`config.mk`:
```
export PLATFORM = sky130hd
export DESIGN_NAME = bmx_matrix
export DESIGN_NICKNAME = d
export VERILOG_FILES = /design/src/hdl/bmx_arbiter.v /design/src/hdl/bmx_matrix.v
export VERILOG_INCLUDE_DIRS = /design/src /design/src/inc
export SDC_FILE = /design/constraint.sdc
export NUM_CORES = 2
export LEC_CHECK = 0
export ABC_CLOCK_PERIOD_IN_PS = 15100
export BUFFER_PORTS_ARGS = -buffer_cell sky130_fd_sc_hd__buf_2
export CAP_MARGIN = 5
export CORE_AREA = 4 4 470 472
export DETAILED_ROUTE_END_ITERATION = 12
export DIE_AREA = 0 0 474 476
export GPL_TIMING_DRIVEN = 0
export PLACE_DENSITY = 0.5
export SYNTH_ARGS = -nofsm -noshare
export SYNTH_HDL_FRONTEND = slang
export SYNTH_SLANG_ARGS = --single-unit
export TNS_END_PERCENT = 1
```
`constraint.sdc`:
```
create_clock -name MCLK -period 15.1 [get_ports MCLK]
set_input_delay 3.02 -clock MCLK [delete_from_list [all_inputs] [get_ports MCLK]]
set_output_delay 3.02 -clock MCLK [all_outputs]
set_load 0.01 [all_outputs]
```
`src/inc/bmx_defs.vh`:
```
`ifndef BMX_DEFS_VH
`define BMX_DEFS_VH

// ****************************************
// matrix shape
// ****************************************
`define BMX_NM 6
`define BMX_NS 5
`define BMX_AW 32
`define BMX_DW 32

// ****************************************
// slave port codes
// ****************************************
`define BMX_SL_SRAM0 3'h0
`define BMX_SL_SRAM1 3'h1
`define BMX_SL_ROM 3'h2
`define BMX_SL_EBI 3'h3
`define BMX_SL_PERIPH 3'h4
`define BMX_SL_NONE 3'h7

// ****************************************
// address map: 256 mbyte banks, 1 mbyte internal areas
// ****************************************
`define BMX_BANK_MSB 31
`define BMX_BANK_LSB 28
`define BMX_AREA_MSB 27
`define BMX_AREA_LSB 20
`define BMX_BANK_INT 4'h0
`define BMX_BANK_EXT_LO 4'h1
`define BMX_BANK_EXT_HI 4'h7
`define BMX_BANK_PERIPH 4'hf
`define BMX_AREA_BOOT 8'h00
`define BMX_AREA_ROM 8'h01
`define BMX_AREA_SRAM0 8'h02
`define BMX_AREA_SRAM1 8'h03
`define BMX_AREA_UHP 8'h05

// ****************************************
// master indices
// ****************************************
`define BMX_M_IFETCH 3'h0
`define BMX_M_CPU_DATA 3'h1
`define BMX_M_PERIPH_DMA 3'h2
`define BMX_M_IMAGE 3'h3
`define BMX_M_ETH 3'h4
`define BMX_M_USB_HOST 3'h5
`define BMX_M_FIRST_RESTRICTED 3'h3

// ****************************************
// arbitration settings
// ****************************************
`define BMX_POL_FIXED 1'b0
`define BMX_POL_RR 1'b1
`define BMX_DEF_NONE 2'h0
`define BMX_DEF_LAST 2'h1
`define BMX_DEF_FIXED 2'h2
`define BMX_SLOT_UNLIMITED 8'h00

// ****************************************
// chip configuration and boot reset values
// ****************************************
`define BMX_VSEL_3V3 1'b0
`define BMX_VSEL_1V8 1'b1
`define BMX_SLEW_FAST 1'b0
`define BMX_SLEW_SLOW 1'b1
`define BMX_BOOT_RST 1'b1

`endif

```
`src/hdl/bmx_arbiter.v`:
```
`timescale 1ns/100ps
`default_nettype none
`include "bmx_defs.vh"

// combinational grant choice for one slave port
module bmx_arbiter (
  input wire [5:0] req,
  input wire policy,
  input wire [1:0] def_mode,
  input wire [2:0] def_mstr,
  input wire [2:0] last_mstr,
  output reg gnt_valid,
  output reg [2:0] gnt
);

  integer i;
  integer j;
  reg [2:0] dflt;

  // ****************************************
  // grant selection
  // ****************************************
  // under round robin the default master wins at once so a parked master pays no arbitration penalty
  always @* begin
    gnt_valid = 1'b0;
    gnt = 3'h0;
    dflt = (def_mode == `BMX_DEF_FIXED) ? def_mstr : last_mstr;
    j = 0;
    if (policy == `BMX_POL_FIXED) begin
      // lowest index wins
      for (i = 5; i >= 0; i = i - 1) begin
        if (req[i]) begin
          gnt_valid = 1'b1;
          gnt = i[2:0];
        end
      end
    end else if (def_mode != `BMX_DEF_NONE && dflt < 3'h6 && req[dflt]) begin
      gnt_valid = 1'b1;
      gnt = dflt;
    end else begin
      // round robin, starting after the last owner
      for (i = 5; i >= 0; i = i - 1) begin
        j = {29'h0, last_mstr} + 1 + i;
        if (j >= 6) begin
          j = j - 6;
        end
        if (req[j]) begin
          gnt_valid = 1'b1;
          gnt = j[2:0];
        end
      end
    end
  end

endmodule

`default_nettype wire

```
`src/hdl/bmx_matrix.v`:
```
`timescale 1ns/100ps
`default_nettype none
`include "bmx_defs.vh"

//
// Contract
// - six masters run concurrent accesses whenever their target slaves differ
// - every master has its own decoder, all decoding the same map
// - every slave has its own arbiter with independent settings
// - fixed or round robin; under round robin a default master of none, last or fixed
// - bursts, undefined-length ones too, break at a slot limit; a limit of 0 lets them run on
// - masters 3 to 5 have no path to rom, usb registers or peripherals
// - all masters reach both srams and external bus; 0 to 2 reach all
// - boot area selects internal boot, external boot or remapped slave
// - boot select pin captured once at reset and held
// - remap puts internal sram where boot memory was
// - voltage range resets to 3.3v; software sets it before fast clocks
// - slew rate resets to fast, kept beside voltage range
// - unmapped or unwired access ends with abort to that master
// - captured 1 boots from rom, 0 from external chip select 0
// - with remap set, boot pin ignored and sram0 at zero
// - sixteen 256 mbyte banks: 0 internal, 1 to 7 external, 15 peripherals
module bmx_matrix (
  input wire MCLK,
  input wire RESET_N,
  input wire [5:0] M_REQ,
  input wire [191:0] M_ADDR,
  input wire [5:0] M_WRITE,
  input wire [191:0] M_WDATA,
  input wire [5:0] M_LAST,
  output reg [5:0] M_DONE,
  output reg [5:0] M_ABORT,
  output reg [191:0] M_RDATA,
  output wire [4:0] S_REQ,
  output wire [159:0] S_ADDR,
  output wire [4:0] S_WRITE,
  output wire [159:0] S_WDATA,
  output wire [14:0] S_MASTER,
  input wire [159:0] S_RDATA,
  input wire [4:0] S_READY,
  input wire [4:0] ARB_POLICY,
  input wire [9:0] ARB_DEF_MODE,
  input wire [14:0] ARB_DEF_MASTER,
  input wire [39:0] ARB_SLOT_LIMIT,
  input wire REMAP,
  input wire BOOT_SELECT_PIN,
  output reg BOOT_SELECT_CAPTURED,
  input wire CFG_WRITE,
  input wire CFG_VOLTAGE_IN,
  input wire CFG_SLEW_IN,
  output reg EXT_BUS_VOLTAGE_SELECT,
  output reg EXT_BUS_SLEW_SELECT
);

  localparam ST_IDLE = 1'b0;
  localparam ST_XFER = 1'b1;

  reg cap_done_r;
  wire [17:0] dec;
  wire [4:0] fin;
  wire [14:0] own;
  reg [5:0] done_nxt;
  reg [5:0] abort_nxt;
  reg [191:0] rdata_nxt;
  integer m;
  integer s;

  // ****************************************
  // address decode
  // ****************************************
  // one map for every master; only the path check depends on the index
  function [2:0] bmx_decode;
    input [31:0] addr;
    input integer mstr;
    input remap;
    input boot_rom;
    reg [3:0] bank;
    reg [7:0] area;
    reg [2:0] sl;
    begin
      bank = addr[`BMX_BANK_MSB:`BMX_BANK_LSB];
      area = addr[`BMX_AREA_MSB:`BMX_AREA_LSB];
      sl = `BMX_SL_NONE;
      if (bank == `BMX_BANK_INT) begin
        case (area)
          `BMX_AREA_BOOT: begin
            if (remap) begin
              sl = `BMX_SL_SRAM0;
            end else if (boot_rom) begin
              sl = `BMX_SL_ROM;
            end else begin
              sl = `BMX_SL_EBI;
            end
          end
          `BMX_AREA_ROM: sl = `BMX_SL_ROM;
          `BMX_AREA_SRAM0: sl = `BMX_SL_SRAM0;
          `BMX_AREA_SRAM1: sl = `BMX_SL_SRAM1;
          `BMX_AREA_UHP: sl = `BMX_SL_ROM;
          default: sl = `BMX_SL_NONE;
        endcase
      end else if (bank >= `BMX_BANK_EXT_LO && bank <= `BMX_BANK_EXT_HI) begin
        sl = `BMX_SL_EBI;
      end else if (bank == `BMX_BANK_PERIPH) begin
        sl = `BMX_SL_PERIPH;
      end
      // the dma-only masters have no wire to rom, usb registers or peripherals
      if (mstr >= `BMX_M_FIRST_RESTRICTED && (sl == `BMX_SL_ROM || sl == `BMX_SL_PERIPH)) begin
        sl = `BMX_SL_NONE;
      end
      bmx_decode = sl;
    end
  endfunction

  // one decoder instance per master port
  genvar gm;
  generate
    for (gm = 0; gm < 6; gm = gm + 1) begin : g_dec
      assign dec[gm*3 +: 3] = bmx_decode(M_ADDR[gm*32 +: 32], gm, REMAP, BOOT_SELECT_CAPTURED);
    end
  endgenerate

  // ****************************************
  // boot select capture and chip configuration
  // ****************************************
  // the pin is taken on the first edge after reset release and never again,
  // so a later change on the strap cannot move the boot memory
  always @(posedge MCLK or negedge RESET_N) begin
    if (!RESET_N) begin
      cap_done_r <= 1'b0;
      BOOT_SELECT_CAPTURED <= `BMX_BOOT_RST;
    end else if (!cap_done_r) begin
      cap_done_r <= 1'b1;
      BOOT_SELECT_CAPTURED <= BOOT_SELECT_PIN;
    end
  end

  // voltage range and slew live together; written as a pair
  always @(posedge MCLK or negedge RESET_N) begin
    if (!RESET_N) begin
      EXT_BUS_VOLTAGE_SELECT <= `BMX_VSEL_3V3;
      EXT_BUS_SLEW_SELECT <= `BMX_SLEW_FAST;
    end else if (CFG_WRITE) begin
      EXT_BUS_VOLTAGE_SELECT <= CFG_VOLTAGE_IN;
      EXT_BUS_SLEW_SELECT <= CFG_SLEW_IN;
    end
  end

  // ****************************************
  // slave ports, each with its own arbiter
  // ****************************************
  genvar gs;
  generate
    for (gs = 0; gs < 5; gs = gs + 1) begin : g_sl
      reg state_r;
      reg [2:0] own_r;
      reg [2:0] last_r;
      reg locked_r;
      reg [7:0] beats_r;
      reg req_r;
      reg [31:0] addr_r;
      reg wr_r;
      reg [31:0] wdata_r;
      reg [5:0] cand;
      wire gnt_valid;
      wire [2:0] gnt;
      wire [7:0] slot;
      wire [7:0] beats_inc;
      integer k;

      assign slot = ARB_SLOT_LIMIT[gs*8 +: 8];
      assign beats_inc = beats_r + 8'h01;

      // masters aimed here; a master seeing done or abort this cycle is still
      // showing its old request, so it is held out for that one cycle
      always @* begin
        cand = 6'h00;
        for (k = 0; k < 6; k = k + 1) begin
          cand[k] = M_REQ[k] & ({29'h0, dec[k*3 +: 3]} == gs) & ~M_DONE[k] & ~M_ABORT[k];
        end
      end

      bmx_arbiter u_arb (
        .req(cand),
        .policy(ARB_POLICY[gs]),
        .def_mode(ARB_DEF_MODE[gs*2 +: 2]),
        .def_mstr(ARB_DEF_MASTER[gs*3 +: 3]),
        .last_mstr(last_r),
        .gnt_valid(gnt_valid),
        .gnt(gnt)
      );

      // slave sequencer: grant, wait for ready, then release or keep the burst
      always @(posedge MCLK or negedge RESET_N) begin
        if (!RESET_N) begin
          state_r <= ST_IDLE;
          own_r <= 3'h0;
          last_r <= 3'h0;
          locked_r <= 1'b0;
          beats_r <= 8'h00;
          req_r <= 1'b0;
          addr_r <= 32'h0;
          wr_r <= 1'b0;
          wdata_r <= 32'h0;
        end else begin
          case (state_r)
            ST_IDLE: begin
              if (locked_r && cand[own_r]) begin
                // burst continues with its owner
                state_r <= ST_XFER;
                req_r <= 1'b1;
                addr_r <= M_ADDR[own_r*32 +: 32];
                wr_r <= M_WRITE[own_r];
                wdata_r <= M_WDATA[own_r*32 +: 32];
              end else if (locked_r && M_DONE[own_r]) begin
                // owner is presenting its next beat next cycle
                state_r <= ST_IDLE;
              end else if (gnt_valid) begin
                state_r <= ST_XFER;
                locked_r <= 1'b0;
                beats_r <= 8'h00;
                own_r <= gnt;
                req_r <= 1'b1;
                addr_r <= M_ADDR[gnt*32 +: 32];
                wr_r <= M_WRITE[gnt];
                wdata_r <= M_WDATA[gnt*32 +: 32];
              end else begin
                // an owner gone quiet ends its burst
                locked_r <= 1'b0;
                beats_r <= 8'h00;
              end
            end
            ST_XFER: begin
              if (S_READY[gs]) begin
                state_r <= ST_IDLE;
                req_r <= 1'b0;
                last_r <= own_r;
                if (M_LAST[own_r] || (slot != `BMX_SLOT_UNLIMITED && beats_inc >= slot)) begin
                  locked_r <= 1'b0;
                  beats_r <= 8'h00;
                end else begin
                  locked_r <= 1'b1;
                  beats_r <= beats_inc;
                end
              end
            end
            default: begin
              state_r <= ST_IDLE;
              req_r <= 1'b0;
            end
          endcase
        end
      end

      assign fin[gs] = (state_r == ST_XFER) & S_READY[gs];
      assign own[gs*3 +: 3] = own_r;
      assign S_REQ[gs] = req_r;
      assign S_ADDR[gs*32 +: 32] = addr_r;
      assign S_WRITE[gs] = wr_r;
      assign S_WDATA[gs*32 +: 32] = wdata_r;
      assign S_MASTER[gs*3 +: 3] = own_r;
    end
  endgenerate

  // ****************************************
  // master answers
  // ****************************************
  // a master targets one slave at a time, so at most one slave finishes for it
  always @* begin
    done_nxt = 6'h00;
    rdata_nxt = M_RDATA;
    for (s = 0; s < 5; s = s + 1) begin
      if (fin[s]) begin
        done_nxt[own[s*3 +: 3]] = 1'b1;
        rdata_nxt[own[s*3 +: 3]*32 +: 32] = S_RDATA[s*32 +: 32];
      end
    end
    for (m = 0; m < 6; m = m + 1) begin
      // the done cycle still shows the old request, so it is masked like the abort cycle
      abort_nxt[m] = M_REQ[m] & (dec[m*3 +: 3] == `BMX_SL_NONE) & ~M_ABORT[m] & ~M_DONE[m];
    end
  end

  always @(posedge MCLK or negedge RESET_N) begin
    if (!RESET_N) begin
      M_DONE <= 6'h00;
      M_ABORT <= 6'h00;
      M_RDATA <= 192'h0;
    end else begin
      M_DONE <= done_nxt;
      M_ABORT <= abort_nxt;
      M_RDATA <= rdata_nxt;
    end
  end

endmodule

`default_nettype wire

```
* After elaboration in Yosys (flattened, before gate mapping) *
Index checks and enable logic that the tools add are counted.

storage, ports and cells
  input port bits = 644
  word-level logic and storage cells = 1191
  register bits after elaboration = 618
  output and inout port bits = 552

cells by class
  muxes and demuxes = 584
  $lt $le $gt $ge = 102
  bitwise operators = 144
  equal/unequal tests = 101
  reduce and logical (&&, ||, !) cells = 108
  $add $sub $neg = 70
  shift-type cells = 30

operator list
  kind                         count
  $mux W32                     120
  $shiftx A192 B9 Y32          20
  $bwmux W192                  5
  $ge A32 B4 Y1 const B        30
  $lt A32 B5 Y1 const B        30
  $mux W192                    5
  $shift A32 B34 Y192 const A  5
  $shiftx A32 B34 Y192         5
  $sub A32 B4 Y32 const B      30
  $add A32 B2 Y32 const B      10
  $mux W3                      90
  $add A32 B3 Y32 const B      8
  $mux W1                      241
  $bmux W1 S3                  60
  $neg A8 Y34                  5
  $add A32 B1 Y32 const B      5
  $mux W8                      20
  $and A1 B1 Y1                113
  $eq A8 B2 Y1 const B         12
  $pmux W8 S2                  5
  $pmux W3 S4                  6
  $lt A3 B4 Y1 const B         15
  $eq A8 B1 Y1 const B         6
  $eq A8 B3 Y1 const B         6
  32 further kinds             287

* Logic depth before layout (Yosys ltp) *
  depth after elaboration = 32
  depth in mapped cells = 22
  depth with buffers taken out = 17

* By module *
From an unflattened synthesis, not the netlist that was laid out.

unflattened totals
  cell total of the unflattened synthesis = 7259
  area total of the unflattened synthesis = 59229.3 µm²

modules (own cells, without submodules)
  module                           cells each  instances  area each (µm²)
  bmx_matrix                       6230        1          51455.6
  bmx_arbiter (g_sl[1].u_arb ...)  204         4          1550.2
  bmx_arbiter (g_sl[0].u_arb)      213         1          1572.8

* Least setup slack after synthesis *
No wires, ideal clock.

  path type = input to register
  start point = in M_ADDR[117]
  end point = reg g_sl[3].addr_r[28]
  required time = 14.948 ns
  library setup time = 0.152 ns
  arrival time = 6.533 ns
  setup slack = 8.415 ns
  cell stages on the path = 16
  cells stage by stage = buf_2 -> mux2_2 -> or2_0 -> buf_2 -> o41a_1 -> and2_1 -> o311a_1 -> nor3b_1 -> nor3_1 -> a22oi_2 -> a22o_1 -> buf_2 -> or4_1 -> buf_2 -> o22ai_1 -> a211oi_1

between the ends
  cells in the longest elaborated chain, start to end = 26

RTL lines
  item                                                    RTL line          source
  start, declared                                         bmx_matrix.v:27   input wire [191:0] M_ADDR,
  $eq A8 B3 Y1 or $eq A8 B1 Y1 (tied branches)            bmx_matrix.v:85   case (area)
  $reduce_or A2 Y1 (no line)                              -
  $pmux W3 S4 *                                           bmx_matrix.v:85
  $mux W3 *                                               bmx_matrix.v:84   if (bank == `BMX_BANK_INT) begin
  $eq A3 B2 Y1 (no line) or $eq A3 B3 Y1 (tied branches)  -
  $logic_or A1 B1 Y1 (no line)                            -
  $mux W3 *                                               bmx_matrix.v:107  if (mstr >= `BMX_M_FIRST_RESTRICTED && (sl == `BMX_SL_ROM || sl == `BMX_SL_PERIPH)) begin
  $eq A3 B2 Y1 *                                          bmx_matrix.v:178  cand[k] = M_REQ[k] & ({29'h0, dec[k*3 +: 3]} == gs) & ~M_DONE[k] & ~M_ABORT[k];
  (+4 left out)                                           -
  $mux W1 (not written as such) (2 in series)             bmx_arbiter.v:47  if (req[j]) begin
  $mux W3 (6 in series)                                   bmx_arbiter.v:47
  $mux W3                                                 bmx_arbiter.v:37  end else if (def_mode != `BMX_DEF_NONE && dflt < 3'h6 && req[dflt]) begin
  $mux W3                                                 bmx_arbiter.v:29  if (policy == `BMX_POL_FIXED) begin
  $shiftx A192 B9 Y32                                     bmx_matrix.v:223  addr_r <= M_ADDR[gnt*32 +: 32];
  $mux W32                                                bmx_matrix.v:217  end else if (gnt_valid) begin
  $mux W32                                                bmx_matrix.v:214  end else if (locked_r && M_DONE[own_r]) begin
  $mux W32                                                bmx_matrix.v:207  if (locked_r && cand[own_r]) begin
  end signal, assigned                                    bmx_matrix.v:211  addr_r <= M_ADDR[own_r*32 +: 32];
  end signal, assigned                                    bmx_matrix.v:223
  end, declared                                           bmx_matrix.v:160  reg [31:0] addr_r;

Mark *: on every way between the ends. The rest lies on a longest branch, timed or not. The select of a mux whose other input is x is not followed.
A chain may end at the register's enable or synchronous reset.

* Final worst setup path *
  start point = in M_ADDR[20]
  end point = reg g_sl[1].wdata_r[5]

between the ends
  cells in the longest elaborated chain, start to end = 23

RTL lines
  item                                          RTL line          source
  $eq A8 B3 Y1 or $eq A8 B1 Y1 (tied branches)  bmx_matrix.v:85
  $reduce_or A2 Y1 (no line)                    -
  $pmux W3 S4 *                                 bmx_matrix.v:85
  $mux W3 *                                     bmx_matrix.v:84
  $eq A3 B1 Y1 *                                bmx_matrix.v:178
  $and A1 B1 Y1 * (3 in series)                 bmx_matrix.v:178
  $bmux W1 S3                                   bmx_arbiter.v:47
  $mux W1 (not written as such) (2 in series)   bmx_arbiter.v:47
  $mux W3 (6 in series)                         bmx_arbiter.v:47
  $mux W3                                       bmx_arbiter.v:37
  $mux W3                                       bmx_arbiter.v:29
  $shiftx A192 B9 Y32                           bmx_matrix.v:225  wdata_r <= M_WDATA[gnt*32 +: 32];
  $mux W32                                      bmx_matrix.v:217
  $mux W32                                      bmx_matrix.v:214
  $mux W32                                      bmx_matrix.v:207
  end signal, assigned                          bmx_matrix.v:213  wdata_r <= M_WDATA[own_r*32 +: 32];
  end signal, assigned                          bmx_matrix.v:225
  end, declared                                 bmx_matrix.v:162  reg [31:0] wdata_r;

Marks and branches as above.

==> impl_metrics.ini <==
[logic_synthesis]
leading_cell_types_by_total_area_after_synthesis = sky130_fd_sc_hd__dfrtp_1, sky130_fd_sc_hd__mux2i_1, sky130_fd_sc_hd__a21oi_1, sky130_fd_sc_hd__nor2_1, sky130_fd_sc_hd__nand2_1
post-synth-top-area-fraction_pct = 29.3
yosys_register_bits = 618
synth-edff-count = 0
synth_largest_area_cell = sky130_fd_sc_hd__dfrtp_1
post_synth_num_cell_types = 108
mapped_area_um2 = 52700
async_flop_share_pct = 100
synth_fp_nets = 7461
postSynthCellCount = 6683
seq_area_frac_synth_pct = 29.3
synth-warning-count = 0
main_synth_ff_type = sky130_fd_sc_hd__dfrtp_1
avgSynthCellArea_um2 = 7.89

[setup_path]
worst_ep_required_time_ns = 15.72
cp_common_cell = sky130_fd_sc_hd__clkbuf_1
worstPathBufferInverterCount = 4
critical_path.slowest_cell = sky130_fd_sc_hd__nor2_1
worstRegToRegCells = 22
critical_path.startpoint_type = input pin
worstSetupEndpointType = flop
worst-r2r-setup-slack_ns = 6.55
cp-endpoint = g_sl[1].wdata_r[5]
critical_path.max_fanout = 10
path_cells = clkbuf_1 -> o21ba_2 -> o211ai_1 -> nor3_1 -> buf_4 -> mux2_2 -> a22o_1 -> or3_1 -> nor4b_1 -> a31oi_1 -> nor2_1 -> clkbuf_1 -> clkbuf_1 -> nand2_1 -> o31ai_1
critical_path.reg2reg.startpoint = g_sl[3].last_r[0]
number_of_cells_on_the_critical_path = 15
cp_max_stage_delay_ns = 1.08
critical_path.reg2reg.endpoint = g_sl[3].addr_r[30]
worst_path_dominant_cell_family = buffers and inverters
critical_path_at_ns = 9.92
critical_path_launch_point = M_ADDR[20]
worstSetupPathType = in2reg

[cts]
clock_tree.buffer_depth = 3
clkSinkCount = 618
count_of_instances_resized_after_the_clock_tree_is_built = 0
cts_hold_buf = 0
cts_buffers = 89
insertion_delay_ns = 0.78
cts_root_buf = sky130_fd_sc_hd__clkbuf_16
cts.htree.levels = 3
cts.clk_slew.worst_paths_ns = 0.06
post_cts.repair.setup_buffers = 0
tritoncts = done

[placed_design]
io_buffers = 1180
placed_cells = 10700
dp_hpwl_um = 346000
placement.setup.worst_slack_ns = 5.00
gp_routability_congestion = 1.05

[sta]
timing.final.max_slew_violations = 33
totalNegativeSetupSlack_ns = 0
setup_viol = 0
timing.slew.headroom_pct = -5.83
worst-slew-pin-transition_ns = 1.59
layout_setup_ws_ns = 5.80
report.final.hold_viol_count = 0
rsz_0062_raised_after_global_routing = false
skew_ns = 0.0614
fmax_mhz = 108
layout_worst_path_cycle_share_pct = 61.6
post-route-min-period_ns = 9.30

[power_and_ir_drop]
cellPowerDensity_nw_per_um2 = 239
leakage_nw = 30.2
vdd_drop_max_mv = 0.111
finalPower_mw = 15.8

[die]
io-pin-count = 1196
die_area_um2 = 226000
die_h_um = 476
fp.dieW_um = 474
site_row_count = 171
start_util_pct = 24.3
coreArea_um2 = 217000

[global_route]
grt_first_pass_wirelength_um = 575000
via_count_of_the_first_global_routing_pass = 64200
grt.overflow.total = 0
grt_start_max_net_pins = 96
antenna_found_initial = 158
grt_util_all_layers_pct = 36.9

[finish]
instances_no_fill = 11000
final_util_pct = 30.5
drive_gt1_share_pct = 20.6
fillerInstances = 23900
area.growth.synth_to_final_pct = 25.3
ff_latch_area_um2 = 15500
multi_input_area_um2 = 34300
layout.nets = 8760

[min_path]
hold_path.class = reg2reg

[drt]
drt.antenna.violating_nets = 0
drt_iter0_markers = 10700
post_detailed_route_wirelength_per_cell_um = 40.0
vias_per_cell = 6.28
detail_route.wirelength_um = 440000
drt_pass1_iterations = 8
detailroute.via_count = 69100
drc = 0

[status]
result_of_the_run = complete, but fails checks
violations = capacitance limit, slew limit

[flow_run]
drv.max_cap_violation_count = 3
synth_stat cells, types with 15 or more instances:
master,number
sky130_fd_sc_hd__a211o_1,26
sky130_fd_sc_hd__a211oi_1,147
sky130_fd_sc_hd__a21o_1,49
sky130_fd_sc_hd__a21oi_1,547
sky130_fd_sc_hd__a221oi_1,31
sky130_fd_sc_hd__a22o_1,118
sky130_fd_sc_hd__a22oi_1,35
sky130_fd_sc_hd__a311oi_1,113
sky130_fd_sc_hd__a31oi_1,165
sky130_fd_sc_hd__a32oi_1,15
sky130_fd_sc_hd__and2_1,53
sky130_fd_sc_hd__and3_1,164
sky130_fd_sc_hd__buf_1,44
sky130_fd_sc_hd__buf_2,76
sky130_fd_sc_hd__buf_4,31
sky130_fd_sc_hd__clkbuf_1,425
sky130_fd_sc_hd__dfrtp_1,617
sky130_fd_sc_hd__ha_1,134
sky130_fd_sc_hd__inv_1,135
sky130_fd_sc_hd__mux2_2,89
sky130_fd_sc_hd__mux2i_1,529
sky130_fd_sc_hd__nand2_1,602
sky130_fd_sc_hd__nand2b_1,45
sky130_fd_sc_hd__nand3_1,403
sky130_fd_sc_hd__nand4_1,39
sky130_fd_sc_hd__nor2_1,620
sky130_fd_sc_hd__nor2b_1,36
sky130_fd_sc_hd__nor3_1,94
sky130_fd_sc_hd__nor3b_1,15
sky130_fd_sc_hd__nor4_1,52
sky130_fd_sc_hd__o211ai_1,129
sky130_fd_sc_hd__o21a_1,71
sky130_fd_sc_hd__o21ai_0,442
sky130_fd_sc_hd__o21ai_1,58
sky130_fd_sc_hd__o221ai_1,62
sky130_fd_sc_hd__o22ai_1,24
sky130_fd_sc_hd__o31ai_1,67
sky130_fd_sc_hd__or2_2,16
sky130_fd_sc_hd__or3_1,25
sky130_fd_sc_hd__or4_1,23
sky130_fd_sc_hd__xnor2_1,26
sky130_fd_sc_hd__xor2_1,17
worst reg2reg max path: stages (launching register included):
cell	delay (ns)
sky130_fd_sc_hd__dfrtp_1	0.52
sky130_fd_sc_hd__clkbuf_1	0.36
sky130_fd_sc_hd__clkbuf_1	0.51
sky130_fd_sc_hd__inv_1	0.25
sky130_fd_sc_hd__clkbuf_1	0.41
sky130_fd_sc_hd__ha_1	0.57
sky130_fd_sc_hd__inv_2	0.14
sky130_fd_sc_hd__ha_1	0.22
sky130_fd_sc_hd__o21ba_2	0.19
sky130_fd_sc_hd__a2111oi_0	0.74
sky130_fd_sc_hd__o21ai_0	0.23
sky130_fd_sc_hd__mux2i_1	0.52
sky130_fd_sc_hd__mux2i_1	0.24
sky130_fd_sc_hd__a21o_1	0.26
sky130_fd_sc_hd__o2111ai_1	0.20
sky130_fd_sc_hd__a22oi_1	0.17
sky130_fd_sc_hd__o22ai_1	0.18
sky130_fd_sc_hd__clkbuf_1	0.63
sky130_fd_sc_hd__buf_2	0.65
sky130_fd_sc_hd__buf_2	0.44
sky130_fd_sc_hd__mux2i_1	0.61
sky130_fd_sc_hd__a22oi_1	0.14
sky130_fd_sc_hd__a22o_1	0.24
flip-flops by register name, indices dropped and copies added, names as in the netlist, 5 cells and up:
signal         count
g_sl.wdata_r     160
g_sl.req_r         5
g_sl.locked_r      5
g_sl.last_r       15
g_sl.own_r        15
g_sl.state_r       5
M_DONE             6
M_RDATA          192
M_ABORT            6
g_sl.addr_r      160
g_sl.beats_r      40
g_sl.wr_r          5
cell families (layout without fill, tap and decap cells):
kind of cell	count (synthesis)	count (layout)	synth area share [%]
AOI/OAI and AO/OA	2265	2265	28.3
and+or+nand+nor	2260	2260	20.3
adders and majority gates	134	134	3.18
DFF	618	618	29.3
xor gates and xnor gates	45	45	0.800
muxes	626	626	12.3
buffers and inverters	734	2104	5.74
other	1	100	0.00711
how the worst min path moves through the flow:
stage,from,endpoint,slack [ns],depth (start not counted)
global route,g_sl[4].addr_r[31],g_sl[4].addr_r[31],0.48,1
floorplan,g_sl[3].beats_r[7],g_sl[3].beats_r[7],0.46,2
detailed placement,g_sl[4].addr_r[30],g_sl[4].addr_r[30],0.46,1
CTS,g_sl[1].addr_r[19],g_sl[1].addr_r[19],0.48,2
global placement,g_sl[4].addr_r[29],g_sl[4].addr_r[29],0.45,1
finish,g_sl[4].addr_r[28],g_sl[4].addr_r[28],0.47,1
per-layer routing:
| layer | part of all wire [%] | vias to the layer above | GRT usage [%] |
|---|---|---|---|
| met5 | 0.13 | - | 0.405 |
| met4 | 8.7 | 56 | 25.6 |
| met3 | 13 | 1494 | 15.1 |
| met2 | 41 | 5822 | 53.7 |
| met1 | 37 | 34000 | 44.1 |
| li1 | - | 27700 | - |
stage by stage:
stage	cell area [µm²]	hold WS [ns]
6_report	66000	0.473
5_1_grt	65900	0.483
4_1_cts	65800	0.478
3_5_place_dp	62700	0.461
3_3_place_gp	62200	0.452
2_1_floorplan	52700	0.459
layout by cell type, fill, tap and decap left out, drive strengths merged, types with 39 or more instances in the layout:
| cell | Yosys | layout |
|---|---|---|
| nand3 | 403 | 403 |
| mux2 | 89 | 89 |
| o21ai | 500 | 500 |
| nand2 | 603 | 603 |
| mux2i | 529 | 529 |
| nand4 | 39 | 39 |
| a311oi | 113 | 113 |
| and3 | 164 | 164 |
| a21o | 49 | 49 |
| a211oi | 149 | 149 |
| a31oi | 166 | 166 |
| dfrtp | 617 | 617 |
| a22o | 118 | 118 |
| nor3 | 99 | 99 |
| nor2 | 620 | 620 |
| ha | 134 | 134 |
| o211ai | 129 | 129 |
| diode | 0 | 99 |
| o221ai | 62 | 62 |
| o31ai | 68 | 68 |
| and2 | 55 | 55 |
| nand2b | 45 | 45 |
| nor4 | 56 | 56 |
| o21a | 71 | 71 |
| clkinv | 11 | 44 |
| a21oi | 548 | 548 |
| inv | 139 | 142 |
| clkbuf | 425 | 542 |
| buf | 159 | 1367 |
where the power goes:
part           total (mW)  leakage [nW]  switching (mW)  internal (mW)
Combinational        10.2          21.0            6.92           3.26
Clock                2.33          1.52            1.02           1.31
Sequential           3.27          7.68           0.920           2.35
Total                15.8          30.2            8.86           6.92
area by class of cell:
type | instances | share of cell area [%]
multi-input cells | 5331 | 52.0
diodes | 99 | 0.375
repair buffers | 1208 | 9.62
clock buffers | 117 | 3.77
plain buffers | 584 | 3.73
clock inverters | 45 | 0.837
flip-flops and latches | 618 | 23.4
inverters | 150 | 0.853
well taps | 2854 | 5.41
No activity file was read; power rests on OpenSTA's default activity.
